--- src/verilog/usbsr_consts.svh ---
// Offsets, field positions and reset values for the slave status register group
`ifndef USBSR_CONSTS_SVH
`define USBSR_CONSTS_SVH

`define USBSR_OFF_CTRL1     8'h05
`define USBSR_OFF_INT_EN    8'h06
`define USBSR_OFF_DEV_ADDR  8'h07
`define USBSR_OFF_STATUS    8'h0d
`define USBSR_OFF_PINGPONG  8'h0e
`define USBSR_OFF_CTRL2     8'h0f
`define USBSR_OFF_FRAME_LO  8'h15
`define USBSR_OFF_FRAME_HI  8'h16
`define USBSR_OFF_CNT_LO    8'h35
`define USBSR_OFF_CNT_HI    8'h36

`define USBSR_BIT_DMA_RUN   7
`define USBSR_BIT_BUS_RST   6
`define USBSR_BIT_SOF       5
`define USBSR_BIT_DMA_DONE  4
`define USBSR_BIT_EP3       3
`define USBSR_BIT_DMA_DIR   2
`define USBSR_BIT_DMA_EN    1
`define USBSR_BIT_ROLE      7
`define USBSR_BIT_SWAP      6

`define USBSR_RST_BYTE      8'h00
`define USBSR_RST_CNT       16'h0000
`define USBSR_CTRL2_MASK    8'hc0
`define USBSR_EVT_MASK      8'h7f

`endif

--- src/verilog/usbsr_pkg.sv ---
// Types shared by the slave status register group
package usbsr_pkg;
    typedef logic [7:0]  usbsr_byte_type;
    typedef logic [15:0] usbsr_count_type;
    typedef logic [10:0] usbsr_frame_type;
    typedef enum logic [1:0] {
        USBSR_DMA_IDLE = 2'b00,
        USBSR_DMA_RUN  = 2'b01,
        USBSR_DMA_DONE = 2'b10
    } usbsr_dma_state_type;
endpackage

--- src/verilog/usbsr_dma_if.sv ---
// Carrier between the register group and its DMA byte counter
`timescale 1ns/10ps
interface usbsr_dma_if;
    import usbsr_pkg::*;
    logic            start;
    logic            byte_done;
    usbsr_count_type total;
    logic            busy;
    logic            done;
    modport ctl (output start, output byte_done, output total, input busy, input done);
    modport ctr (input start, input byte_done, input total, output busy, output done);
endinterface

--- src/verilog/usbsr_dma_ctr.sv ---
// DMA byte counter: runs from start until the programmed total has moved
`timescale 1ns/10ps
`include "usbsr_consts.svh"
module usbsr_dma_ctr (
    // Clock and reset
    input  wire logic        clk_sys_i,
    input  wire logic        rstn_i,
    // Control side
    usbsr_dma_if.ctr         dma
);
    import usbsr_pkg::*;
    usbsr_dma_state_type state_r, state_nxt;
    usbsr_count_type     cnt_r, cnt_nxt;
    logic                busy_r, busy_nxt;
    logic                done_r, done_nxt;

    always_comb begin
        state_nxt = state_r;
        cnt_nxt   = cnt_r;
        case (state_r)
            USBSR_DMA_IDLE, USBSR_DMA_DONE: begin
                state_nxt = USBSR_DMA_IDLE;
                if (dma.start) begin
                    state_nxt = USBSR_DMA_RUN;
                    cnt_nxt   = `USBSR_RST_CNT;
                end
            end
            USBSR_DMA_RUN: begin
                // A high byte rewrite while running starts the count afresh
                if (dma.start) begin
                    cnt_nxt = `USBSR_RST_CNT;
                // A zero total ends at once, which matches count reaching total
                end else if (cnt_r == dma.total) begin
                    state_nxt = USBSR_DMA_DONE;
                end else if (dma.byte_done) begin
                    cnt_nxt = cnt_r + 16'h0001;
                end
            end
            default: state_nxt = USBSR_DMA_IDLE;
        endcase
        busy_nxt = (state_nxt == USBSR_DMA_RUN);
        done_nxt = (state_nxt == USBSR_DMA_DONE);
    end

    always_ff @(posedge clk_sys_i or negedge rstn_i) begin
        if (!rstn_i) begin
            state_r <= USBSR_DMA_IDLE;
            cnt_r   <= `USBSR_RST_CNT;
            busy_r  <= 1'b0;
            done_r  <= 1'b0;
        end else begin
            state_r <= state_nxt;
            cnt_r   <= cnt_nxt;
            busy_r  <= busy_nxt;
            done_r  <= done_nxt;
        end
    end

    // Flags come from flip-flops so the running pin has no decode glitch
    assign dma.busy = busy_r;
    assign dma.done = done_r;
endmodule

--- src/verilog/usbsr_regs.sv ---
// Slave-mode register group: parallel port, event flags, frame number, DMA count
`timescale 1ns/10ps
`include "usbsr_consts.svh"
module usbsr_regs (
    // Clock and reset
    input  wire logic                clk_sys_i,
    input  wire logic                rstn_i,
    // Processor port
    input  wire logic                cs_n_i,
    input  wire logic                wr_n_i,
    input  wire logic                rd_n_i,
    input  wire logic                a0_i,
    input  wire usbsr_pkg::usbsr_byte_type  data_i,
    output logic [7:0]               data_o,
    output logic                     data_oe_o,
    output logic                     interrupt_request_out_o,
    // Serial engine side
    input  wire logic                bus_reset_evt_i,
    input  wire logic                sof_evt_i,
    input  wire usbsr_pkg::usbsr_frame_type frame_num_i,
    input  wire logic [3:0]          ep_done_i,
    input  wire logic [3:0]          pingpong_i,
    input  wire logic [7:0]          token_addr_i,
    input  wire logic                dma_byte_i,
    output logic                     addr_match_o,
    output logic                     host_role_o,
    output logic                     polarity_swap_o,
    output logic                     dma_read_dir_o,
    output logic                     dma_active_o
);
    import usbsr_pkg::*;

    usbsr_dma_if dma_bus ();

    usbsr_byte_type  ptr_r, ptr_nxt;
    usbsr_byte_type  ctrl1_r, ctrl1_nxt;
    usbsr_byte_type  int_en_r, int_en_nxt;
    usbsr_byte_type  dev_addr_r, dev_addr_nxt;
    logic [6:0]      flags_r, flags_nxt;
    usbsr_byte_type  ctrl2_r, ctrl2_nxt;
    usbsr_frame_type frame_r, frame_nxt;
    usbsr_count_type total_r, total_nxt;
    logic            wr_n_q_r, rd_n_q_r;
    usbsr_byte_type  dout_r, dout_nxt;
    logic            doe_r, doe_nxt;
    logic            irq_r, irq_nxt;
    logic            match_r, match_nxt;
    logic            start_r, start_nxt;
    logic            wr_edge, rd_edge, reg_wr;
    usbsr_byte_type  status_rd, rd_mux;
    logic [6:0]      evt_set, evt_clr;

    usbsr_dma_ctr u_ctr (
        .clk_sys_i (clk_sys_i),
        .rstn_i    (rstn_i),
        .dma       (dma_bus.ctr)
    );

    assign dma_bus.start     = start_r;
    assign dma_bus.byte_done = dma_byte_i;
    assign dma_bus.total     = total_r;

    // Strobes act on their falling edge so a long strobe counts once
    assign wr_edge = !cs_n_i && !wr_n_i && wr_n_q_r;
    assign rd_edge = !cs_n_i && !rd_n_i && rd_n_q_r;
    assign reg_wr  = wr_edge && a0_i;

    assign status_rd = {dma_bus.busy, flags_r};

    always_comb begin
        case (ptr_r)
            `USBSR_OFF_CTRL1:    rd_mux = ctrl1_r;
            `USBSR_OFF_INT_EN:   rd_mux = int_en_r;
            `USBSR_OFF_DEV_ADDR: rd_mux = dev_addr_r;
            `USBSR_OFF_STATUS:   rd_mux = status_rd;
            `USBSR_OFF_PINGPONG: rd_mux = {4'h0, pingpong_i};
            `USBSR_OFF_CTRL2:    rd_mux = ctrl2_r;
            `USBSR_OFF_FRAME_LO: rd_mux = {frame_r[6:0], 1'b0};
            `USBSR_OFF_FRAME_HI: rd_mux = {frame_r[10:7], 4'h0};
            `USBSR_OFF_CNT_LO:   rd_mux = total_r[7:0];
            `USBSR_OFF_CNT_HI:   rd_mux = total_r[15:8];
            default:             rd_mux = `USBSR_RST_BYTE;
        endcase
    end

    always_comb begin
        // Endpoint three only completes while DMA serves it
        evt_set = {bus_reset_evt_i, sof_evt_i, dma_bus.done,
                   ep_done_i[3] && dma_bus.busy, ep_done_i[2:0]};
        evt_clr = (reg_wr && ptr_r == `USBSR_OFF_STATUS) ? data_i[6:0] : 7'h00;
        ptr_nxt      = (wr_edge && !a0_i) ? data_i : ptr_r;
        ctrl1_nxt    = ctrl1_r;
        int_en_nxt   = int_en_r;
        dev_addr_nxt = dev_addr_r;
        ctrl2_nxt    = ctrl2_r;
        total_nxt    = total_r;
        start_nxt    = 1'b0;
        if (reg_wr) begin
            case (ptr_r)
                `USBSR_OFF_CTRL1:    ctrl1_nxt = {1'b0, data_i[6:0]};
                `USBSR_OFF_INT_EN:   int_en_nxt = data_i;
                `USBSR_OFF_DEV_ADDR: dev_addr_nxt = data_i;
                `USBSR_OFF_CTRL2:    ctrl2_nxt = data_i & `USBSR_CTRL2_MASK;
                `USBSR_OFF_CNT_LO:   total_nxt[7:0] = data_i;
                `USBSR_OFF_CNT_HI: begin
                    total_nxt[15:8] = data_i;
                    start_nxt = ctrl1_r[`USBSR_BIT_DMA_EN];
                end
                default: ctrl1_nxt = ctrl1_r;
            endcase
        end
        // Set beats a clear in the same cycle so no event is lost
        flags_nxt = (flags_r & ~evt_clr) | evt_set;
        frame_nxt = sof_evt_i ? frame_num_i : frame_r;
        dout_nxt  = rd_edge ? rd_mux : dout_r;
        doe_nxt   = !cs_n_i && !rd_n_i;
        // Running bit 7 is left out of the request on purpose
        irq_nxt   = |(flags_nxt & int_en_nxt[6:0]);
        match_nxt = (token_addr_i == dev_addr_r);
    end

    always_ff @(posedge clk_sys_i or negedge rstn_i) begin
        if (!rstn_i) begin
            ptr_r      <= `USBSR_RST_BYTE;
            ctrl1_r    <= `USBSR_RST_BYTE;
            int_en_r   <= `USBSR_RST_BYTE;
            dev_addr_r <= `USBSR_RST_BYTE;
            flags_r    <= 7'h00;
            ctrl2_r    <= `USBSR_RST_BYTE;
            frame_r    <= 11'h000;
            total_r    <= `USBSR_RST_CNT;
            wr_n_q_r   <= 1'b1;
            rd_n_q_r   <= 1'b1;
            dout_r     <= `USBSR_RST_BYTE;
            doe_r      <= 1'b0;
            irq_r      <= 1'b0;
            match_r    <= 1'b0;
            start_r    <= 1'b0;
        end else begin
            ptr_r      <= ptr_nxt;
            ctrl1_r    <= ctrl1_nxt;
            int_en_r   <= int_en_nxt;
            dev_addr_r <= dev_addr_nxt;
            flags_r    <= flags_nxt;
            ctrl2_r    <= ctrl2_nxt;
            frame_r    <= frame_nxt;
            total_r    <= total_nxt;
            wr_n_q_r   <= wr_n_i | cs_n_i;
            rd_n_q_r   <= rd_n_i | cs_n_i;
            dout_r     <= dout_nxt;
            doe_r      <= doe_nxt;
            irq_r      <= irq_nxt;
            match_r    <= match_nxt;
            start_r    <= start_nxt;
        end
    end

    // Control outputs come from their registers directly
    assign data_o                  = dout_r;
    assign data_oe_o               = doe_r;
    assign interrupt_request_out_o = irq_r;
    assign addr_match_o            = match_r;
    assign host_role_o             = ctrl2_r[`USBSR_BIT_ROLE];
    assign polarity_swap_o         = ctrl2_r[`USBSR_BIT_SWAP];
    assign dma_read_dir_o          = ctrl1_r[`USBSR_BIT_DMA_DIR];
    assign dma_active_o            = dma_bus.busy;

    for (genvar i = 0; i < 3; i++) begin : g_ep_flag

    end
endmodule
--- config.mk ---
export PLATFORM = sky130hd
export DESIGN_NAME = usbsr_regs
export DESIGN_NICKNAME = d
export VERILOG_FILES = /design/src/verilog/usbsr_pkg.sv /design/src/verilog/usbsr_dma_if.sv /design/src/verilog/usbsr_dma_ctr.sv /design/src/verilog/usbsr_regs.sv
export VERILOG_INCLUDE_DIRS = /design/src /design/src/verilog
export SDC_FILE = /design/constraint.sdc
export NUM_CORES = 1
export LEC_CHECK = 0
export ABC_AREA = 1
export BUFFER_PORTS_ARGS = -buffer_cell sky130_fd_sc_hd__clkbuf_2
export CORE_ASPECT_RATIO = 1.4
export CORE_MARGIN = 1.5
export CORE_UTILIZATION = 45
export CTS_BUF_LIST = sky130_fd_sc_hd__clkbuf_4
export DETAILED_ROUTE_END_ITERATION = 8
export PLACE_DENSITY = 0.64
export SLEW_MARGIN = 5
export SYNTH_ARGS = -nofsm -noshare
export SYNTH_HDL_FRONTEND = slang
export SYNTH_SLANG_ARGS = --single-unit
--- constraint.sdc ---
create_clock -name clk_sys_i -period 2 [get_ports clk_sys_i]
set_clock_uncertainty 0.05 [all_clocks]
set_input_delay 0.3 -clock clk_sys_i [delete_from_list [all_inputs] [get_ports clk_sys_i]]
set_output_delay 0.3 -clock clk_sys_i [all_outputs]
set_load 0.1 [all_outputs]
* Word level (Yosys, flattened, before mapping) *
Cells that the tools add are included.

cells by class
  add/sub/neg operators = 1
  eq/ne operators = 19
  muxes and demuxes = 15
  bitwise operators = 6
  reduce and logical (&&, ||, !) cells = 23

operators with widths
  kind                                           count
  case mux 8 bit (10 select lines)               1
  2-to-1 mux 16 bit                              4
  case mux 16 bit (2 select lines)               1
  == test 8 x 3 -> 1 bit, second input constant  3
  == test 8 x 4 -> 1 bit, second input constant  3
  2-to-1 mux 7 bit                               3
  adder 16 x 1 -> 16 bit, second input constant  1
  == test 16 bit                                 1
  == test 8 x 5 -> 1 bit, second input constant  2
  == test 8 x 6 -> 1 bit, second input constant  2
  AND 7 bit                                      2
  AND reduction 2 bit                            6
  == test 8 bit                                  1
  logical AND 1 bit                              8
  inverter 7 bit                                 1
  bitwise OR 7 bit                               1
  OR reduction 7 bit                             1
  != test 3 bit, second input constant           2
  == test 2 x 1 -> 1 bit, second input constant  2
  == test 2 bit, second input constant           2
  zero test 1 bit                                4
  2-to-1 mux 2 bit                               2
  case mux 2 bit (2 select lines)                1
  AND reduction 4 bit                            1
  6 further kinds                                9

storage, ports and cells
  register bits after elaboration = 101
  output and inout port bits = 15
  logic and storage cells = 85

* Depth between registers and ports, before layout *
Gate-level depths: netlist (run 1).

  depth after elaboration = 11
  depth in mapped cells = 12

* Modules after synthesis *
From an unflattened synthesis (run 1), not the netlist that was laid out.

second synthesis, totals
  cells, all modules = 729
  area total of the unflattened synthesis = 5472.7 um^2

modules (own cells, without submodules)
  module         times used  cells each  area each (um^2)  seq. area each (um^2)
  usbsr_regs     1           468         3860.0            2029.4
  usbsr_dma_ctr  1           261         1612.8            500.5

* Least setup slack after synthesis (run 1) *
No wires, ideal clock.

  kind = register -> register
  start point = reg u_ctr.cnt_r[0]
  end point = reg u_ctr.cnt_r[12]
  library setup time = 117 ps
  arrival time = 1368 ps
  required time = 1833 ps
  setup slack = 465 ps
  stages on the path, launching flop included = 11
  buffers on the path = 0
  period minus slack after synthesis = 1535 ps
  cell sequence = dfrtp_1 ha_1 nand2_1 nor2_1 nand2_1 nor2_1 inv_1 o21ai_0 nor2_1 nand3_1 nand2_1

on the way
  word-level cells in the longest chain between the ends = 5

RTL lines
  item                              RTL line             text
  start, declared                   usbsr_dma_ctr.sv:13  usbsr_count_type cnt_r, cnt_nxt;
  start signal, assigned            usbsr_dma_ctr.sv:48  cnt_r <= `USBSR_RST_CNT;
  start signal, assigned            usbsr_dma_ctr.sv:53  cnt_r <= cnt_nxt;
  adder 16 x 1 -> 16 bit            usbsr_dma_ctr.sv:36  cnt_nxt = cnt_r + 16'h0001;
  2-to-1 mux 16 bit                 usbsr_dma_ctr.sv:35  end else if (dma.byte_done) begin
  2-to-1 mux 16 bit                 usbsr_dma_ctr.sv:33  end else if (cnt_r == dma.total) begin
  2-to-1 mux 16 bit                 usbsr_dma_ctr.sv:30  if (dma.start) begin
  case mux 16 bit (2 select lines)  usbsr_dma_ctr.sv:20  case (state_r)

Parallel ways exist; a longest one is shown, timed or not. The select of a mux whose other input is x is not followed.
A chain may end at the register's enable or synchronous reset.

* Worst setup path in the final report (run 1) *
  start point = in wr_n_i
  end point = reg ctrl1_r[4]

on the way
  word-level cells in the longest chain between the ends = 5

RTL lines
  item                             RTL line           text
  start, declared                  usbsr_regs.sv:10   input wire logic wr_n_i,
  zero test 1 bit                  usbsr_regs.sv:64   assign wr_edge = !cs_n_i && !wr_n_i && wr_n_q_r;
  logical AND 1 bit (2 in series)  usbsr_regs.sv:64
  logical AND 1 bit                usbsr_regs.sv:66   assign reg_wr = wr_edge && a0_i;
  AND reduction 2 bit (no line)    n/a
  end signal, assigned             usbsr_regs.sv:125  ctrl1_r <= `USBSR_RST_BYTE;
  end signal, assigned             usbsr_regs.sv:141  ctrl1_r <= ctrl1_nxt;
  end, declared                    usbsr_regs.sv:36   usbsr_byte_type ctrl1_r, ctrl1_nxt;

No other way between the ends.

==> results.toml, run 1 <==
[global_routing]
first_global_vias = 4829
grt_max_degree = 45
grt_pass1_wl_um = 23800
overflow = 0
track_usage_pct = 25.1
antenna_found_initial = 1

[layout]
final_core_util_pct = 53.4
fill_cells = 1146
area_delta_synth_final_pct = 14.3
fin_nets = 827
final_cell_mix = "nand2_1, dfrtp_1, inv_1, clkbuf_2, nand3_1"
mostFrequentLayoutCell = "nand2_1"
drive_gt1_share_pct = 16.3

[clocking]
numCtsBuffers = 9
clock-sinks = 101
cts_tree = "done"
cts.htree.levels = 3
insertion_delay_ns = 0.47
clock_path_buffers = 2
clkTransAtPathRegs_ns = 0.17
root_buffer = "clkbuf_4"

[floorplanning]
dieArea_um2 = 12600
rows = 46
io_pins = 59
chipWidth_um = 95.2
fp.dieH_um = 132
core_area_um2 = 11500
initial_core_util_pct = 46.7

[sta]
hold_ws_ns = 0.0249
timing.final.ws_setup_ns = 0.132
hold_viol = 0
fin_tns_setup_ns = 0
rsz0062_at_grt = "no"
slew_headroom_pct = 61.9
layout_min_cycle_time_ns = 1.87
maxSlewViolCount = 0
timing.final.crit_share_pct = 93.4
worst_pin_slew_ns = 0.570
finalSetupViolations = 0
max_freq_mhz = 535

[pwr]
peakVddDrop_mv = 0.339
powerDensity_nw_per_um2 = 618
power_leakage_nw = 3.14
finalPower_w = 0.00378

[placed_design]
io_buffers = 58
hpwl_um = 11100
dp_slack_ns = 0.166
place_congestion = 0.904

[synthesis]
synth_area_leaders = "dfrtp_1, nand2_1, nand3_1"
avgSynthCellArea_um2 = 7.63
synth-simple-area-share_pct = 34.5
synth_top_area_share_pct = 46.3
synth_xor_area_share_pct = 2.78
synth_compound_area_share_pct = 7.58
synth.distinct_cells = 35
yosysTopAreaCell = "dfrtp_1"
yosys_warnings = 0
ys_ff_latch = 101
syn_area_um2 = 5350
yosysSeqAreaShare_pct = 47.3
syn_nets = 746
muxShareOfSynthArea_pct = 0
synthFlopType = "dfrtp_1"
ys_async_sr_fraction_pct = 100
synthAdderAreaFrac_pct = 0.234
syn_inst = 701
synth_enable_flop_cells = 0
synth_top_family_by_area = "simple AND/OR/NAND/NOR gates"

[critical_path]
worstSetupPathType = "in -> reg"
required_ns = 2.34
arrival_ns = 2.21
endpoint_kind = "flip-flop"
startpoint_type = "primary input"
critPathMaxFanout = 17

[routing]
routed_wl_um = 14600
vias = 4740
firstDrtPassIters = 4
drc = 0
vias_per_cell = 5.09
drtAntennaViolNets = 0
drtIter0Drc = 263
avgRoutedWirePerCell_um = 15.7

[run]
cap_violations = 0

[status]
status = "finished, final reports clean"

[worst_hold_path]
hold_class = "in -> reg"
metal layers:
layer | part of all wire [%] | vias to the layer above | wire (um) | track usage [%]
li1 | - | 2350 | - | -
met1 | 39 | 2214 | 5740 | 28.6
met4 | 5.0 | 0 | 736 | 13.3
met3 | 3.5 | 45 | 516 | 3.92
met2 | 52 | 131 | 7650 | 43.7
met5 | 0 | - | 0 | 0
registers in the layout, summed over array words and instances (netlist names), 7 cells and up:
name and cells:
ctrl1_r 7, data_o 8, dev_addr_r 8, dma_bus.total 16, flags_r 7, frame_r 11, int_en_r 8, ptr_r 8
u_ctr.cnt_r 16
synth_stat cells (all sizes together), types with 2 or more instances:
cell and number:
o21ai 64, nor3 6, nor3b 3, nand2 279, nor4 2, xor2 8
inv 73, xnor2 9, nand4 3, dfrtp 99, nor2 64, dfstp 2
nand3 54, o21a 2, clkbuf 3, buf 15, a21oi 9
through the flow:
| step | area (um2) | cells |
|---|---|---|
| after floorplan | 5350 | 701 |
| after global routing | 6120 | 932 |
| after CTS | 6110 | 930 |
| after detailed placement | 5790 | 895 |
| final | 6120 | 932 |
| after global placement | 5790 | 895 |
critical path, cell delays in order:
cell and delay, ns:
dlygate4sd3_1 0.54, clkbuf_2 0.11, nor2_2 0.14, nand2_1 0.15, nor2_8 0.32, nand2_1 0.36
o21ai_0 0.29
worst paths after layout:
kind                       slack (ns)        endpoint        from  cells after the start
min                              0.02       data_oe_o      cs_n_i                      2
max reg2reg                      0.21      ctrl1_r[4]    ptr_r[0]                      6
max in group asynchronous        0.99        rd_n_q_r      rstn_i                      3
max                              0.13      ctrl1_r[4]      wr_n_i                      7
min reg2reg                      0.45      frame_r[7]  frame_r[7]                      2
min in group asynchronous        0.26  u_ctr.cnt_r[3]      rstn_i                      2
what timing repair did:
action / 4_1_cts / 5_1_grt
endpoints found under the hold margin: 47 / 0
gates resized for setup: 0 / 0
buffers inserted: 0 / 1
hold buffers: 19 / 0
setup endpoints to repair: 0 / 1
area by class of cell:
cell class | count | area (um2) | area share [%]
flip-flops and latches | 101 | 2530 | 41.4
multi-input cells | 508 | 2410 | 39.4
repair buffers | 88 | 591 | 9.66
inverters | 74 | 278 | 4.54
well taps | 144 | 180 | 2.95
clock buffers | 9 | 67.6 | 1.10
clock inverters | 7 | 55.1 | 0.900
diodes | 1 | 2.50 | 0.0409
report_power, final:
part,total [W],leakage [nW],switching (W),internal (W)
Clock,0.00102,0.0650,0.000752,0.000270
Combinational,0.000548,1.75,0.000377,0.000171
Sequential,0.00221,1.33,0.0000749,0.00214
Total,0.00378,3.14,0.00120,0.00258
cell families after synthesis:
logic type,after synthesis
AO/OA/AOI/OAI,77
flip-flops,101
adder cells (fa/ha/maj),1
AND/OR/NAND/NOR,413
XOR/XNOR,17
buffers and inverters,92
Power figures use the tool's default switching activity.
==> inputs of run 2 (changes only) <==
--- a/config.mk
+++ b/config.mk
@@ -13,6 +13,7 @@
 export CORE_UTILIZATION = 45
 export CTS_BUF_LIST = sky130_fd_sc_hd__clkbuf_4
 export DETAILED_ROUTE_END_ITERATION = 8
+export HOLD_SLACK_MARGIN = 0.1
 export PLACE_DENSITY = 0.64
 export SLEW_MARGIN = 5
 export SYNTH_ARGS = -nofsm -noshare
==> results.toml, run 2 (synthesis results as in run 1) <==
[global_routing]
overflow = 0
antenna_found_initial = 1
grt_max_degree = 45
first_global_vias = 4879
track_usage_pct = 25.5
grt_pass1_wl_um = 24200

[critical_path]
crit_chain = "dlygate4sd3_1 -> clkbuf_2 -> nor2_2 -> nand2_1 -> nor2_8 -> nand2_4 -> nand2_1 -> o21ai_2 -> nand2_1 -> nand2_1 -> nor2_1 -> nand2_1"
startpoint_type = "primary input"
arrival_ns = 2.20
critPathMaxFanout = 17
cp_slowest_cell = "dlygate4sd3_1"
worstSetupPathType = "in -> reg"
path_delay_family = "simple AND/OR/NAND/NOR gates"
endpoint_kind = "flip-flop"
required_ns = 2.33
path_common_cell = "nand2_1"
reg2reg_slack_ns = 0.20
crit_buf_inv = 2
max_stage_delay_ns = 0.54

[placed_design]
hpwl_um = 11100
placed_cells = 895
io_buffers = 58
place_congestion = 0.904

[routing]
vias = 4799
avgRoutedWirePerCell_um = 15.8
drtAntennaViolNets = 0
drc = 0
vias_per_cell = 5.07
routed_wl_um = 14900
firstDrtPassIters = 4
drtIter0Drc = 275

[pwr]
powerDensity_nw_per_um2 = 608
power_leakage_nw = 3.20
peakVddDrop_mv = 0.338

[clocking]
cts_tree = "done"
clock-sinks = 101
root_buffer = "clkbuf_4"
cts.htree.levels = 3
numCtsBuffers = 9
cts_resized = 0
clkTransAtPathRegs_ns = 0.17
clock_path_buffers = 2
insertion_delay_ns = 0.47

[floorplanning]
dieArea_um2 = 12600
initial_core_util_pct = 46.7
io_pins = 59
chipWidth_um = 95.2
core_area_um2 = 11500
rows = 46
fp.dieH_um = 132

[sta]
rsz0062_at_grt = "no"
fin_tns_setup_ns = 0
maxSlewViolCount = 0
hold_viol = 0
max_freq_mhz = 536
worst_pin_slew_ns = 0.577
hold_ws_ns = 0.144
timing.final.crit_share_pct = 93.3
finalSetupViolations = 0
slew_headroom_pct = 61.4
layout_min_cycle_time_ns = 1.87

[worst_hold_path]
hold_class = "in -> reg"

[layout]
final_cell_mix = "nand2_1, dfrtp_1, inv_1, clkbuf_2, nand3_1"
multi_input_area_um2 = 2410
area_delta_synth_final_pct = 16.9
mostFrequentLayoutCell = "nand2_1"
fill_cells = 1125
finalNonFillerCells = 946
drive_gt1_share_pct = 16.0
fin_nets = 841
final_core_util_pct = 54.6
ff_latch_area_um2 = 2530

[run]
cap_violations = 0

[status]
status = "finished, final reports clean"
==> run 2: report_power, final <==
| part | total, W | internal, W | switching, W |
|---|---|---|---|
| sequential | 0.00221 | 0.00214 | 0.0000747 |
| clock | 0.00102 | 0.000270 | 0.000748 |
| combinational | 0.000572 | 0.000188 | 0.000384 |
==> run 2: metal layers <==
| layer | up-vias | share of wire [%] | track usage [%] |
|---|---|---|---|
| met5 | - | 0 | 0 |
| met3 | 41 | 3.2 | 3.81 |
| met4 | 0 | 4.7 | 13.1 |
| met2 | 123 | 53 | 44.9 |
| li1 | 2380 | - | - |
| met1 | 2255 | 40 | 29.1 |
==> run 2: tightest hold or removal path: stages <==
cell      delay, ns
clkbuf_2       0.09
nor2_1         0.04
o22ai_1        0.16
nor4_1         0.07
==> run 2: metrics by stage <==
step / total power [W] / instance area [um2] / setup WS (ns)
2_1_floorplan: 0.00257 / 5350 / 0.465
3_3_place_gp: 0.00275 / 5790 / 0.199
3_5_place_dp: 0.00277 / 5790 / 0.166
4_1_cts: 0.00383 / 6250 / 0.130
5_1_grt: 0.00400 / 6260 / 0.00116
6_report: 0.00380 / 6260 / 0.133
==> run 2: final cells by class <==
cell class | count | share of cell area (%)
diodes | 1 | 0.0400
clock buffers | 9 | 1.08
clock inverters | 7 | 0.880
inverters | 74 | 4.44
multi-input cells | 508 | 38.6
flip-flops and latches | 101 | 40.4
well taps | 144 | 2.88
repair buffers | 102 | 11.7
==> run 2: path summary, 6_finish.rpt <==
kind / start / end / cells after the start
setup / recovery: wr_n_i / interrupt_request_out_o / 12
hold / removal: token_addr_i[0] / addr_match_o / 4
setup reg to reg: u_ctr.cnt_r[1] / u_ctr.cnt_r[12] / 10
hold reg to reg: frame_r[7] / frame_r[7] / 2
max in group asynchronous: rstn_i / rd_n_q_r / 3
min in group asynchronous: rstn_i / u_ctr.cnt_r[3] / 2
==> run 2: what timing repair did <==
action | CTS | global route
buffers inserted | 0 | 1
hold endpoints to repair | 81 | 0
endpoints found under the setup margin | 0 | 1
hold buffers | 33 | 0
==> inputs of run 3 (changes only) <==
--- a/config.mk
+++ b/config.mk
@@ -15,7 +15,8 @@
 export DETAILED_ROUTE_END_ITERATION = 8
 export HOLD_SLACK_MARGIN = 0.1
 export PLACE_DENSITY = 0.64
-export SLEW_MARGIN = 5
+export SLEW_MARGIN = 25
 export SYNTH_ARGS = -nofsm -noshare
 export SYNTH_HDL_FRONTEND = slang
+export SYNTH_HIERARCHICAL = 1
 export SYNTH_SLANG_ARGS = --single-unit
==> results.toml, run 3 <==
[status]
status = "finished, final reports clean"

[layout]
final_cell_mix = "nand2_1, dfrtp_1, inv_1, clkbuf_2, nand3_1"
mostFrequentLayoutCell = "nand2_1"
area_delta_synth_final_pct = 16.5
final_core_util_pct = 54.0
drive_gt1_share_pct = 15.2
fin_nets = 868

[clocking]
post_cts_buffers = 0
clock-sinks = 101
insertion_delay_ns = 0.46
clock_path_buffers = 2
root_buffer = "clkbuf_4"
clkTransAtPathRegs_ns = 0.16
cts_tree = "done"
cts.htree.levels = 3
numCtsBuffers = 9

[floorplanning]
chipWidth_um = 96.2
io_pins = 59
rows = 47
fp.dieH_um = 133
core_area_um2 = 11800
initial_core_util_pct = 46.3
dieArea_um2 = 12800

[synthesis]
yosysSeqAreaShare_pct = 46.2
post-synth-top-count-cell = "nand2_1"
yosysTopAreaCell = "dfrtp_1"
yosys_warnings = 6
synth_area_leaders = "dfrtp_1, nand2_1, inv_1"
synth_top_area_share_pct = 45.3
yosys-top-cells-count = "nand2_1, dfrtp_1, inv_1, nand3_1, o21ai_0"
syn_inst = 729
syn_nets = 774
synthFlopType = "dfrtp_1"
syn_area_um2 = 5470
synth_enable_flop_cells = 0
synth.distinct_cells = 34
ys_ff_latch = 101
avgSynthCellArea_um2 = 7.51
ys_async_sr_fraction_pct = 100

[routing]
drtAntennaViolNets = 0
dr.max_layer_used = "met4"
met3_length_um = 566
drtIter0Drc = 247
vias = 5036
routed_wl_um = 15400
avgRoutedWirePerCell_um = 15.7
drc = 0
vias_per_cell = 5.16
dr_wl_met2_um = 8040
wl_met1_um = 6060
firstDrtPassIters = 5

[placed_design]
place_congestion = 0.976
io_buffers = 58
hpwl_um = 11500

[sta]
finalSetupViolations = 0
max_freq_mhz = 522
hold_viol = 0
layout_min_cycle_time_ns = 1.92
timing.final.crit_share_pct = 95.9
slew_headroom_pct = 63.5
fin_tns_setup_ns = 0
maxSlewViolCount = 0
worst_pin_slew_ns = 0.550
rsz0062_at_grt = "no"

[critical_path]
endpoint_kind = "flip-flop"
startpoint_type = "flip-flop"
arrival_ns = 2.23
critPathMaxFanout = 5
worstSetupPathType = "reg -> reg"
required_ns = 2.31

[worst_hold_path]
hold_class = "in -> reg"

[pwr]
peakVddDrop_mv = 0.309
powerDensity_nw_per_um2 = 592
power_leakage_nw = 3.30

[global_routing]
first_global_vias = 4989
antenna_found_initial = 1
track_usage_pct = 25.7
grt_max_degree = 63
grt_pass1_wl_um = 24700
overflow = 0

[run]
cap_violations = 0
==> run 3: cell types whose count changed in the layout (fill, tap and decap cells not counted), sizes merged, moves of 2 or more <==
cell    delta
nor4       -2
inv        +2
xnor2      +4
clkinv     +2
buf        +3
xor2       -6
nor2      -12
nand2     +20
nand4     +12
nor3       +6
==> run 3: critical path, cell delays in order, from the launching register on <==
cell and delay (ns):
dfrtp_1 0.47, nand2_1 0.11, inv_1 0.08, nand2_1 0.13
nor2_4 0.22, nand3_2 0.09, nand2_2 0.07, nand2_2 0.05
dlygate4sd3_1 0.55
==> run 3: where the power goes <==
group / total (W) / switching [W] / leakage (nW) / internal (W)
registers: 0.00221 / 0.0000785 / 1.33 / 0.00214
logic: 0.000568 / 0.000381 / 1.91 / 0.000187
clock network: 0.000991 / 0.000730 / 0.0591 / 0.000261
==> run 3: final cells by class <==
| class | instances | area [um2] |
|---|---|---|
| clock inverter | 7 | 51.3 |
| tap | 147 | 184 |
| inverter | 79 | 297 |
| antenna | 1 | 2.50 |
| sequential | 101 | 2530 |
| clock buffer | 9 | 67.6 |
| fill | 1187 | 5440 |
| multi-input combinational | 528 | 2500 |
| timing repair buffer | 104 | 743 |
==> run 3: final timing paths <==
kind                       slack (ns)            end  depth (start not counted)           from
hold / removal                   0.16      data_o[2]                          5  pingpong_i[2]
setup reg to reg                 0.08     flags_r[1]                          8       ptr_r[3]
setup / recovery                 0.08     flags_r[1]                          8       ptr_r[3]
max in group asynchronous        1.02       rd_n_q_r                          3         rstn_i
hold reg to reg                  0.45      data_o[5]                          2      data_o[5]
min in group asynchronous        0.21  dev_addr_r[4]                          2         rstn_i
==> run 3: cells by family after synthesis <==
family	share of synthesized area [%]
adder cells (fa/ha/maj)	0.229
flip-flops	46.2
buffers and inverters	8.25
AND/OR/NAND/NOR	35.8
XOR/XNOR	2.40
AO/OA/AOI/OAI	7.04
==> run 3: what timing repair did <==
item / in CTS / in global routing
resized for setup: 0 / 1
hold buffers: 32 / 0
endpoints found under the setup margin: 0 / 2
hold endpoints to repair: 125 / 0
==> run 3: metal layers <==
metal  vias up  track usage (%)
li1       2479                -
met1      2381             29.9
met2       134             44.2
met3        42             3.65
met4         0             14.1
met5         -                0
==> run 3: through the flow <==
step | cell area [um2] | setup WS (ns) | total power (W) | hold slack (ns) | std cells
2_1_floorplan | 5470 | 0.461 | 0.00257 | -0.0456 | 729
3_3_place_gp | 5920 | 0.186 | 0.00276 | 0.159 | 926
3_5_place_dp | 5920 | 0.131 | 0.00277 | 0.161 | 926
4_1_cts | 6360 | 0.0454 | 0.00380 | 0.126 | 974
5_1_grt | 6380 | 0.00739 | 0.00395 | 0.132 | 976
6_report | 6380 | 0.0827 | 0.00377 | 0.158 | 976
